`src/logic/eiesv_cfg.svh`:
```
`ifndef EIESV_CFG_SVH
`define EIESV_CFG_SVH

// register byte offsets
`define EIESV_OFF_ENABLE 8'h00
`define EIESV_OFF_SENSE 8'h04
`define EIESV_OFF_STATUS 8'h08
`define EIESV_OFF_PRIO1 8'h0C
`define EIESV_OFF_PRIO2 8'h10
`define EIESV_OFF_SYSCTL 8'h14
`define EIESV_ADDR_W 8

// reset values
`define EIESV_RST_BYTE 8'h00
`define EIESV_RST_WORD 32'h0000_0000

// field positions
`define EIESV_LINES 6
`define EIESV_SYS_NMI_RISE 0
`define EIESV_SYS_ADVANCED 1
`define EIESV_P1_LINE0 7
`define EIESV_P1_LINE1 6
`define EIESV_P1_LINE23 5
`define EIESV_P1_LINE45 4
`define EIESV_P1_WDOG_CONV 3
`define EIESV_P1_TMR0 2
`define EIESV_P1_TMR1 1
`define EIESV_P1_TMR2 0
`define EIESV_P2_T8_01 7
`define EIESV_P2_T8_23 6
`define EIESV_P2_SCI0 3
`define EIESV_P2_SCI1 2

// vector numbers
`define EIESV_VEC_NMI 6'h07
`define EIESV_VEC_LINE0 12
`define EIESV_VEC_WDOG 20
`define EIESV_VEC_CONV 23
`define EIESV_VEC_TMR0 24
`define EIESV_VEC_TMR1 28
`define EIESV_VEC_TMR2 32
`define EIESV_VEC_T8_01 36
`define EIESV_VEC_T8_23 40
`define EIESV_VEC_SCI0 52
`define EIESV_VEC_SCI1 56
`define EIESV_NUM_PERIPH 27

`endif

```
`src/logic/eiesv_pkg.sv`:
```
`include "eiesv_cfg.svh"

package eiesv_pkg;

    // whole state of the front end
    typedef struct packed {
        logic [7:0] enable;
        logic [7:0] sense;
        logic [5:0] flag;
        logic [5:0] seen;
        logic [7:0] prio1;
        logic [7:0] prio2;
        logic [7:0] sysctl;
        logic [5:0] sync1;
        logic [5:0] sync2;
        logic [5:0] prev;
        logic nsync1;
        logic nsync2;
        logic nprev;
        logic nmi_pend;
        logic [31:0] rdata;
        logic err;
        logic req_valid;
        logic req_nmi;
        logic req_high;
        logic [7:0] req_vec;
        logic [15:0] req_addr;
    } eiesv_state_t;

endpackage

```
`src/logic/eiesv_top.sv`:
```
`timescale 1ns/1ps
`include "eiesv_cfg.svh"

// Summary of operation
// - enable register, 8 bits, clears on reset/standby
// - enable bits 7,6 stored, no effect
// - enable bits 5..0 gate lines 5..0
// - sense register, 8 bits, clears on reset/standby
// - sense bits 7,6 stored, no effect
// - sense 0 low level, 1 falling edge
// - nmi highest, ignores cpu masks
// - edge select picks nmi rising or falling
// - nmi uses vector 7
// - lines 0..5 use vectors 12..17
// - detection independent of pin direction
// - first priority bits 7..4 rank lines
// - equal level, smaller vector wins
// - after reset default vector order
// - all but nmi reprioritisable, nmi fixed
// - status shows pending lines, software clears
// - seven external plus 27 peripheral sources
// - peripherals gate their own requests
// - fixed peripheral vector map, reserved gaps
// - vector address times four or two
// - one bit ranks watchdog and converter
// - flag clears by read-then-0 or exception

module eiesv_top
    import eiesv_pkg::*;
(
    input wire logic pclk, // system clock
    input wire logic presetn, // async reset, low
    input wire logic hw_standby, // standby entry, clears regs
    input wire logic psel, // apb select
    input wire logic penable, // apb access phase
    input wire logic pwrite, // apb direction
    input wire logic [`EIESV_ADDR_W-1:0] paddr, // apb byte address
    input wire logic [31:0] pwdata, // apb write data
    output logic [31:0] prdata, // apb read data
    output logic pready, // apb ready
    output logic pslverr, // apb error
    input wire logic [5:0] irq_n_pin, // request pins, low active
    input wire logic nmi_pin, // nonmaskable pin
    input wire logic [26:0] periph_req, // enabled peripheral lines
    input wire logic cpu_mask, // cpu blocks maskable
    input wire logic cpu_ack, // exception taken pulse
    input wire logic [7:0] cpu_ack_vec, // vector being taken
    output logic req_valid, // request to cpu
    output logic req_nmi, // request is nmi
    output logic req_high, // request at level 1
    output logic [7:0] req_vec, // vector number
    output logic [15:0] req_addr // vector fetch address
);

    ////////////////////////////////////////////////////////////
    // state and helpers
    // all state lives in one packed struct; the next-state copy is
    // filled by one process and registered by one flop process

    eiesv_state_t st_r; // registered state
    eiesv_state_t st_nxt; // next state
    logic [63:0] src_req; // requests by vector
    logic [63:0] src_high; // level 1 by vector
    logic [6:0] pick; // found flag and vector

    // two winners are tracked in one loop: the level 1 winner and the
    // plain winner, so a level 1 source always beats any level 0 source
    // whatever its vector number
    // the loop runs downward so the last hit is the smallest vector,
    // which gives the fixed tie-break inside one level
    // cost: a 64-wide priority chain, fine at this clock
    // lowest vector at level 1 first, else lowest overall
    function automatic logic [6:0] arbitrate(input logic [63:0] rq, input logic [63:0] hi);
        logic [5:0] best_hi;
        logic [5:0] best_any;
        logic fh;
        logic fa;
        best_hi = 6'h00;
        best_any = 6'h00;
        fh = 1'b0;
        fa = 1'b0;
        for (int i = 63; i >= 0; i--) begin
            if (rq[i] && hi[i]) begin
                best_hi = 6'(i);
                fh = 1'b1;
            end
            if (rq[i]) begin
                best_any = 6'(i);
                fa = 1'b1;
            end
        end
        if (fh) begin
            return {1'b1, best_hi};
        end
        return {fa, best_any};
    endfunction

    // only the low 16 bits of the fetch address are produced; the cpu
    // adds any upper bits itself
    // advanced mode spends four bytes a vector, normal mode two
    // fetch address from vector and mode
    function automatic logic [15:0] vec_addr(input logic [5:0] v, input logic adv);
        if (adv) begin
            return {8'h00, v, 2'b00};
        end
        return {9'h000, v, 1'b0};
    endfunction

    ////////////////////////////////////////////////////////////
    // source map by vector number

    // one bit per vector number keeps the map readable: a source sits at
    // the index of its own vector, so arbitration needs no lookup table
    // vectors 18, 19, 21, 22, 27 and 31 are never driven here
    // the cpu mask blocks every maskable source; nmi is not in this map
    // reserved vectors stay zero; the peripherals already
    // applied their own enables, so only ranking happens here
    always_comb begin
        src_req = 64'h0000_0000_0000_0000;
        src_high = 64'h0000_0000_0000_0000;
        for (int n = 0; n < `EIESV_LINES; n++) begin
            src_req[`EIESV_VEC_LINE0 + n] = st_r.flag[n] & st_r.enable[n] & ~cpu_mask;
        end
        // line levels: lines 2,3 and lines 4,5 share a bit
        src_high[`EIESV_VEC_LINE0] = st_r.prio1[`EIESV_P1_LINE0];
        src_high[`EIESV_VEC_LINE0 + 1] = st_r.prio1[`EIESV_P1_LINE1];
        src_high[`EIESV_VEC_LINE0 + 2] = st_r.prio1[`EIESV_P1_LINE23];
        src_high[`EIESV_VEC_LINE0 + 3] = st_r.prio1[`EIESV_P1_LINE23];
        src_high[`EIESV_VEC_LINE0 + 4] = st_r.prio1[`EIESV_P1_LINE45];
        src_high[`EIESV_VEC_LINE0 + 5] = st_r.prio1[`EIESV_P1_LINE45];
        // each peripheral already gated its own request with its enable
        // peripheral requests, masked by the cpu as well
        if (!cpu_mask) begin
            src_req[`EIESV_VEC_WDOG] = periph_req[0];
            src_req[`EIESV_VEC_CONV] = periph_req[1];
            src_req[`EIESV_VEC_TMR0 +: 3] = periph_req[4:2];
            src_req[`EIESV_VEC_TMR1 +: 3] = periph_req[7:5];
            src_req[`EIESV_VEC_TMR2 +: 3] = periph_req[10:8];
            src_req[`EIESV_VEC_T8_01 +: 4] = periph_req[14:11];
            src_req[`EIESV_VEC_T8_23 +: 4] = periph_req[18:15];
            src_req[`EIESV_VEC_SCI0 +: 4] = periph_req[22:19];
            src_req[`EIESV_VEC_SCI1 +: 4] = periph_req[26:23];
        end
        // peripheral levels: one priority bit covers a whole group
        // reserved priority bits are stored and have no effect
        src_high[`EIESV_VEC_WDOG] = st_r.prio1[`EIESV_P1_WDOG_CONV];
        src_high[`EIESV_VEC_CONV] = st_r.prio1[`EIESV_P1_WDOG_CONV];
        src_high[`EIESV_VEC_TMR0 +: 3] = {3{st_r.prio1[`EIESV_P1_TMR0]}};
        src_high[`EIESV_VEC_TMR1 +: 3] = {3{st_r.prio1[`EIESV_P1_TMR1]}};
        src_high[`EIESV_VEC_TMR2 +: 3] = {3{st_r.prio1[`EIESV_P1_TMR2]}};
        src_high[`EIESV_VEC_T8_01 +: 4] = {4{st_r.prio2[`EIESV_P2_T8_01]}};
        src_high[`EIESV_VEC_T8_23 +: 4] = {4{st_r.prio2[`EIESV_P2_T8_23]}};
        src_high[`EIESV_VEC_SCI0 +: 4] = {4{st_r.prio2[`EIESV_P2_SCI0]}};
        src_high[`EIESV_VEC_SCI1 +: 4] = {4{st_r.prio2[`EIESV_P2_SCI1]}};
        // winner among the maskable sources
        pick = arbitrate(src_req, src_high);
    end

    ////////////////////////////////////////////////////////////
    // next state

    // a single next-state process keeps every field of the state struct
    // in one place, so no field can end up with two drivers
    // order inside matters: clears are gathered first, then the set
    // terms are merged in, so an event in a clearing cycle survives
    // one process for bus, detection, flags and the registered request outputs
    always_comb begin
        logic setup;
        logic wr;
        logic rd;
        logic [5:0] fall;
        logic [5:0] set_f;
        logic [5:0] clr_f;
        logic nmi_edge;
        logic ack_line;
        logic [2:0] ack_idx;
        setup = 1'b0;
        wr = 1'b0;
        rd = 1'b0;
        fall = 6'h00;
        set_f = 6'h00;
        clr_f = 6'h00;
        nmi_edge = 1'b0;
        ack_line = 1'b0;
        ack_idx = 3'h0;
        st_nxt = st_r;

        // the pins are asynchronous to pclk; two flops cut metastability
        // before any decision is made on them
        // sync holds the pin inverted so that 1 means a request level,
        // and the reset value 0 matches an idle high pin: no false edge
        // pin synchronisers; only sync2 is looked at
        st_nxt.sync1 = ~irq_n_pin;
        st_nxt.sync2 = st_r.sync1;
        st_nxt.prev = st_r.sync2;
        st_nxt.nsync1 = ~nmi_pin; // inverted, reset 0 is the idle-high pin
        st_nxt.nsync2 = st_r.nsync1;
        st_nxt.nprev = st_r.nsync2;

        // level mode copies the request level every cycle; edge mode
        // needs one high-to-low step between two samples
        // the pin's port direction is not an input of this block at all
        // pins are sensed the same whatever their direction
        fall = st_r.sync2 & ~st_r.prev;
        for (int n = 0; n < `EIESV_LINES; n++) begin
            if (st_r.sense[n]) begin
                set_f[n] = fall[n];
            end else begin
                set_f[n] = st_r.sync2[n];
            end
        end

        // nmi edge, polarity from system control
        // nsync is held inverted, so a falling pin shows as a rising
        // nsync; reset 0 then matches the idle-high pin and no false
        // edge follows reset or a change of the select bit
        if (st_r.sysctl[`EIESV_SYS_NMI_RISE]) begin
            nmi_edge = ~st_r.nsync2 & st_r.nprev;
        end else begin
            nmi_edge = st_r.nsync2 & ~st_r.nprev;
        end

        // only vectors 12..17 touch the line flags; any other taken
        // vector leaves them alone
        // exception taken clears the matching flag
        if (cpu_ack && cpu_ack_vec >= 8'(`EIESV_VEC_LINE0)
            && cpu_ack_vec < 8'(`EIESV_VEC_LINE0 + `EIESV_LINES)) begin
            ack_line = 1'b1;
            ack_idx = 3'(cpu_ack_vec - 8'(`EIESV_VEC_LINE0));
        end
        if (ack_line) begin
            // level mode needs the pin back high first
            if (st_r.sense[ack_idx] || !st_r.sync2[ack_idx]) begin
                clr_f[ack_idx] = 1'b1;
            end
        end

        // decoding in the setup cycle lets the access cycle answer at
        // once with pready tied high: zero wait states for every register
        // limitation: a register changed during setup of a read is shown
        // with its old value
        // unmapped offsets raise the error flag and block the write
        // apb: read data captured in setup, acts at access
        setup = psel && !penable;
        wr = psel && penable && pwrite;
        rd = psel && penable && !pwrite;
        if (setup) begin
            st_nxt.err = 1'b0;
            st_nxt.rdata = `EIESV_RST_WORD;
            unique case (paddr)
                `EIESV_OFF_ENABLE: st_nxt.rdata[7:0] = st_r.enable;
                `EIESV_OFF_SENSE: st_nxt.rdata[7:0] = st_r.sense;
                `EIESV_OFF_STATUS: st_nxt.rdata[5:0] = st_r.flag;
                `EIESV_OFF_PRIO1: st_nxt.rdata[7:0] = st_r.prio1;
                `EIESV_OFF_PRIO2: st_nxt.rdata[7:0] = st_r.prio2;
                `EIESV_OFF_SYSCTL: st_nxt.rdata[7:0] = st_r.sysctl;
                default: st_nxt.err = 1'b1;
            endcase
        end

        // seen remembers which flags software has read as 1; a later write
        // of 0 may clear only those, so a flag raised after the read
        // cannot be lost by a blind clear
        // a status read marks the flags seen as 1
        if (rd && !st_r.err && paddr == `EIESV_OFF_STATUS) begin
            st_nxt.seen = st_r.seen | st_r.rdata[5:0];
        end

        // writes land at the access edge; spare bits of every register but status
        // are stored and read back but steer nothing
        if (wr && !st_r.err) begin
            unique case (paddr)
                `EIESV_OFF_ENABLE: st_nxt.enable = pwdata[7:0];
                `EIESV_OFF_SENSE: st_nxt.sense = pwdata[7:0];
                `EIESV_OFF_STATUS: begin
                    // only a 0 onto a flag seen as 1 clears it
                    clr_f = clr_f | (~pwdata[5:0] & st_r.seen & st_r.flag);
                    st_nxt.seen = st_r.seen & pwdata[5:0];
                end
                `EIESV_OFF_PRIO1: st_nxt.prio1 = pwdata[7:0];
                `EIESV_OFF_PRIO2: st_nxt.prio2 = pwdata[7:0];
                `EIESV_OFF_SYSCTL: st_nxt.sysctl = pwdata[7:0];
                default: begin
                end
            endcase
        end

        // seen bits follow their flags down so a stale mark never
        // outlives the flag it belongs to
        // a new event in the clearing cycle is kept
        st_nxt.flag = (st_r.flag & ~clr_f) | set_f;
        st_nxt.seen = st_nxt.seen & st_nxt.flag;

        // a second edge that lands in the taking cycle is kept, so no
        // nonmaskable event is lost in the taking cycle
        // nmi pending: set wins over the taking cycle
        if (cpu_ack && cpu_ack_vec == {2'b00, `EIESV_VEC_NMI}) begin
            st_nxt.nmi_pend = 1'b0;
        end
        if (nmi_edge) begin
            st_nxt.nmi_pend = 1'b1;
        end

        // the request outputs are registered: they trail the flags by
        // one edge, which the cpu side must allow for
        // nmi bypasses the cpu mask and outranks all
        if (st_r.nmi_pend) begin
            st_nxt.req_valid = 1'b1;
            st_nxt.req_nmi = 1'b1;
            st_nxt.req_high = 1'b1;
            st_nxt.req_vec = {2'b00, `EIESV_VEC_NMI};
            st_nxt.req_addr = vec_addr(`EIESV_VEC_NMI, st_r.sysctl[`EIESV_SYS_ADVANCED]);
        end else begin
            // no nmi: the arbitration winner, or all zero when idle
            st_nxt.req_valid = pick[6];
            st_nxt.req_nmi = 1'b0;
            st_nxt.req_high = pick[6] & src_high[pick[5:0]];
            st_nxt.req_vec = pick[6] ? {2'b00, pick[5:0]} : 8'h00;
            st_nxt.req_addr = pick[6] ? vec_addr(pick[5:0], st_r.sysctl[`EIESV_SYS_ADVANCED]) : 16'h0000;
        end

        // standby is a synchronous clear, unlike presetn; the synchroniser
        // flops are left running so the pins are tracked again at once
        // when standby ends
        // standby forces the registers back to reset
        if (hw_standby) begin
            st_nxt.enable = `EIESV_RST_BYTE;
            st_nxt.sense = `EIESV_RST_BYTE;
            st_nxt.flag = 6'h00;
            st_nxt.seen = 6'h00;
            st_nxt.prio1 = `EIESV_RST_BYTE;
            st_nxt.prio2 = `EIESV_RST_BYTE;
            st_nxt.sysctl = `EIESV_RST_BYTE;
            st_nxt.nmi_pend = 1'b0;
            st_nxt.req_valid = 1'b0;
            st_nxt.req_nmi = 1'b0;
            st_nxt.req_high = 1'b0;
            st_nxt.req_vec = 8'h00;
            st_nxt.req_addr = 16'h0000;
        end
    end

    ////////////////////////////////////////////////////////////
    // state register

    // asynchronous reset to all zeros: registers at their reset values,
    // request outputs idle, synchronisers at the idle pin level
    // reset loads constants only
    always_ff @(posedge pclk or negedge presetn) begin
        if (!presetn) begin
            st_r <= '0;
        end else begin
            st_r <= st_nxt;
        end
    end

    ////////////////////////////////////////////////////////////
    // outputs

    // every data output comes straight from a flop of the state struct;
    // only the handshake outputs pready and pslverr are combinational
    // zero wait states; read data already captured in setup
    assign pready = 1'b1;
    assign pslverr = psel & penable & st_r.err;
    assign prdata = st_r.rdata;
    assign req_valid = st_r.req_valid;
    assign req_nmi = st_r.req_nmi;
    assign req_high = st_r.req_high;
    assign req_vec = st_r.req_vec;
    assign req_addr = st_r.req_addr;

endmodule

```
`config.mk`:
```
export PLATFORM = sky130hd
export DESIGN_NAME = eiesv_top
export DESIGN_NICKNAME = d
export VERILOG_FILES = /design/src/logic/eiesv_pkg.sv /design/src/logic/eiesv_top.sv
export VERILOG_INCLUDE_DIRS = /design/src /design/src/logic
export SDC_FILE = /design/constraint.sdc
export NUM_CORES = 1
export LEC_CHECK = 0
export BUFFER_PORTS_ARGS = -buffer_cell sky130_fd_sc_hd__buf_4
export CORE_MARGIN = 2
export CORE_UTILIZATION = 40
export DETAILED_ROUTE_END_ITERATION = 16
export SETUP_SLACK_MARGIN = 0.02
export SLEW_MARGIN = 10
export SYNTH_ARGS = -nofsm -noshare
export SYNTH_HDL_FRONTEND = slang
export SYNTH_SLANG_ARGS = --single-unit
```
`constraint.sdc`:
```
create_clock -name pclk -period 6.2 [get_ports pclk]
set_clock_uncertainty 0.05 [all_clocks]
set_input_delay 0.31 -clock pclk [delete_from_list [all_inputs] [get_ports pclk]]
set_output_delay 0.31 -clock pclk [all_outputs]
set_load 0.02 [all_outputs]
```
==> flow_summary.yaml <==
run_status:
  status: "finished, final reports clean"
routing:
  drt.antenna.violating_nets: 0
  first_pass_iters: 5
  wl_microns: 15300
  drc_errors: 0
  drt_iter0_drc: 331
  vias_per_cell: 5.560
  wl_per_cell_microns: 17.00
  vias: 5004
run:
  drv_cap: 0
cells_and_area:
  mostFrequentLayoutCells: "dfrtp_1, buf_4, nor2_1, nand2_1, mux2i_1"
  diodes: 0
  fin_cells: 900
  final_common_cell: "dfrtp_1"
  finalNetCount: 802
  areaGrowthSynthToFinish_pct: 14.54
  layout-drive-gt1-share_pct: 18.02
pwr:
  p_sw_uw: 351.3
  power.share.clock_pct: 41.3
  power_frac_seq_pct: 46.9
  leakagePower_uw: 0.003037
  internal_power_uw: 1085
  sw_frac_of_total_pct: 24.46
  combPwrFrac_pct: 11.8
  p_per_area_nw_per_um2: 212.8
  vdd_drop_max_mv: 0.1403
yosys:
  synth_seq_cells: 99
  netlist_instances: 654
  netlist_area_sq_um: 5893
  yosysSeqAreaShare_pct: 42.04
  synth-edff-count: 0
  synth_cell_types: 68
  avgSynthCellArea_sq_um: 9.011
  synth-main-ff-cell: "dfrtp_1"
  ys.warnings.count: 0
  async_flop_share_pct: 100.0
worst_setup_path:
  path_cells: "nor2b_1, a222oi_1, and4_1, a31oi_1, a31oi_2, a22oi_2, a311o_1, a31oi_1, o41ai_2"
  arrival_ps: 3080
  critical_path.most_common_cell: "a31oi_1"
  cp_max_fo: 9
  end_kind: "flop"
  crit_slowest_cell: "dfrtp_1"
  startpoint_type: "flop"
  worst-setup-path-type: "reg -> reg"
  required_ps: 6370
  crit_family: "compound AO/OA/AOI/OAI gates"
  slowest_delay_ps: 500
  crit_buf_inv: 0
clock_network:
  clkLatencyLatePin_ps: 350
  clk_pin_slew_ps: 70
  cts_resized: 0
  cts.sinks: 99
  cts_tree: "built"
  cts-hold-fix-buffers: 1
  cts_buffers: 9
  clk_path_buf_depth: 2
  cts_root_buf: "clkbuf_16"
  postCtsSetupBuffers: 0
  htreeDepth: 3
placed_design:
  portBuffers: 90
  hpwlAfterDp_microns: 11450
  dp.cells: 884
  globalplace.congestion: 0.8610
floorplanning:
  fp-row-count: 44
  die_y_microns: 125.4
  core_area_sq_um: 14480
  die_area_sq_um: 15720
  fp.dieW_microns: 125.4
  top_level_ports: 151
  initial_core_util_pct: 40.70
global_routing:
  grt_use_total_pct: 19.90
  grt-ovfl-total: 0
  grt_pass1_vias: 4922
  antenna_found_initial: 0
  grt_max_degree: 76
  grt_pass1_wl_microns: 25290
sta:
  slew_violations: 0
  finalSetupTns_ps: 0
  slew_headroom_pct: 34.17
  period_share_pct: 46.98
  timing_hold_violations_final: 0
  fmax_mhz: 343.3
  rsz0062_at_grt: "no"
  tightest_slew_ps: 982.2
  finalSetupViolCount: 0
  fin_crit_ps: 2913
min_path:
  hold_class: "in -> reg"
==> sequential cells by signal, indices dropped and copies added (netlist names) <==
signal and count:
st_nxt 14, req_valid 1, src_high 12, req_addr 7, st_r 49, req_high 1
prdata 8, req_vec 6, req_nmi 1
==> per-layer routing <==
layer	vias to the layer above	global-route usage [%]	share of wire [%]
li1	2379	-	-
met1	2430	26.56	45
met2	173	32.77	48
met3	22	3.894	5.5
met4	0	6.340	2.0
met5	-	0	0
==> synthesized netlist by cell type, drive strengths merged, types with 4 or more instances <==
master   count  area, sq um
nor2b       16        100.1
a221oi       9        78.83
a32oi        6        60.06
dfrtp       99         2477
or3          4        25.02
buf         62        454.2
nand2       64        240.2
nor2        81        304.0
o211ai       4        30.03
nand4b       5        43.79
nor3        19        100.1
inv         17        63.81
or2          4        25.02
o21ai       45        225.2
or4          5        41.29
o2bb2ai      4        35.03
a31oi        7        50.05
a22oi        5        42.54
clkbuf      19        71.32
nand2b      11        68.82
nor4         9        62.56
mux2i       50        500.5
mux2         8        90.09
and2         6        37.54
nor3b        4        30.03
nand3        7        35.03
a21oi       31        155.2
==> stage by stage <==
stage / area, sq um / hold WS (ps) / power [uW] / setup slack [ps] / util (%)
detailed placement: 6424 / 185.2 / 854.5 / 2970 / 44.37
floorplan: 6021 / -35.59 / 790.4 / 3455 / -
finish: 6750 / 47.12 / 1436 / 3287 / 46.62
global route: 6750 / 33.46 / 1494 / 3086 / 46.62
global placement: 6424 / 181.2 / 851.1 / 3010 / 44.37
CTS: 6750 / 31.29 / 1451 / 3284 / 46.62
==> kinds of logic (layout without fill, tap and decap cells) <==
| family | Yosys count | after routing | synth area share, % |
|---|---|---|---|
| DFF | 99 | 99 | 42.04 |
| muxes | 58 | 58 | 10.02 |
| buffers and inverters | 98 | 126 | 10.00 |
| xor gates and xnor gates | 1 | 1 | 0.1486 |
| other | 2 | 36 | 0.1274 |
| AOI/OAI and AO/OA | 149 | 149 | 17.16 |
| and+or+nand+nor | 247 | 247 | 20.51 |
==> area by class of cell <==
type                       count  area (sq um)
sequential                    99          2477
fill                        1434          7729
multi-input combinational    491          2954
inverter                      17         63.81
clock inverter                 5         77.57
timing repair buffer          94         708.2
clock buffer                  10         239.0
tap                          184         230.2
==> power by group through the flow <==
stage | sequential [uW] | clock, uW | combinational, uW
after detailed placement | 685 | 0 | 169
after CTS | 673 | 608 | 170
after global placement | 684 | 0 | 167
after global routing | 675 | 633 | 186
final | 673 | 593 | 170
after floorplan | 682 | 0 | 109
==> worst paths after layout <==
kind / cells after the start / end / from / slack [ps]
max reg2reg: 9 / req_high / src_high[36] / 3290
min reg2reg: 0 / st_nxt[66] / st_nxt[72] / 300
min: 2 / st_nxt[72] / irq_n_pin[2] / 50
max: 9 / req_high / src_high[36] / 3290
min in group asynchronous: 2 / st_r[87] / presetn / 350
max in group asynchronous: 3 / req_addr[5] / presetn / 4530
Power figures use the tool's default switching activity.
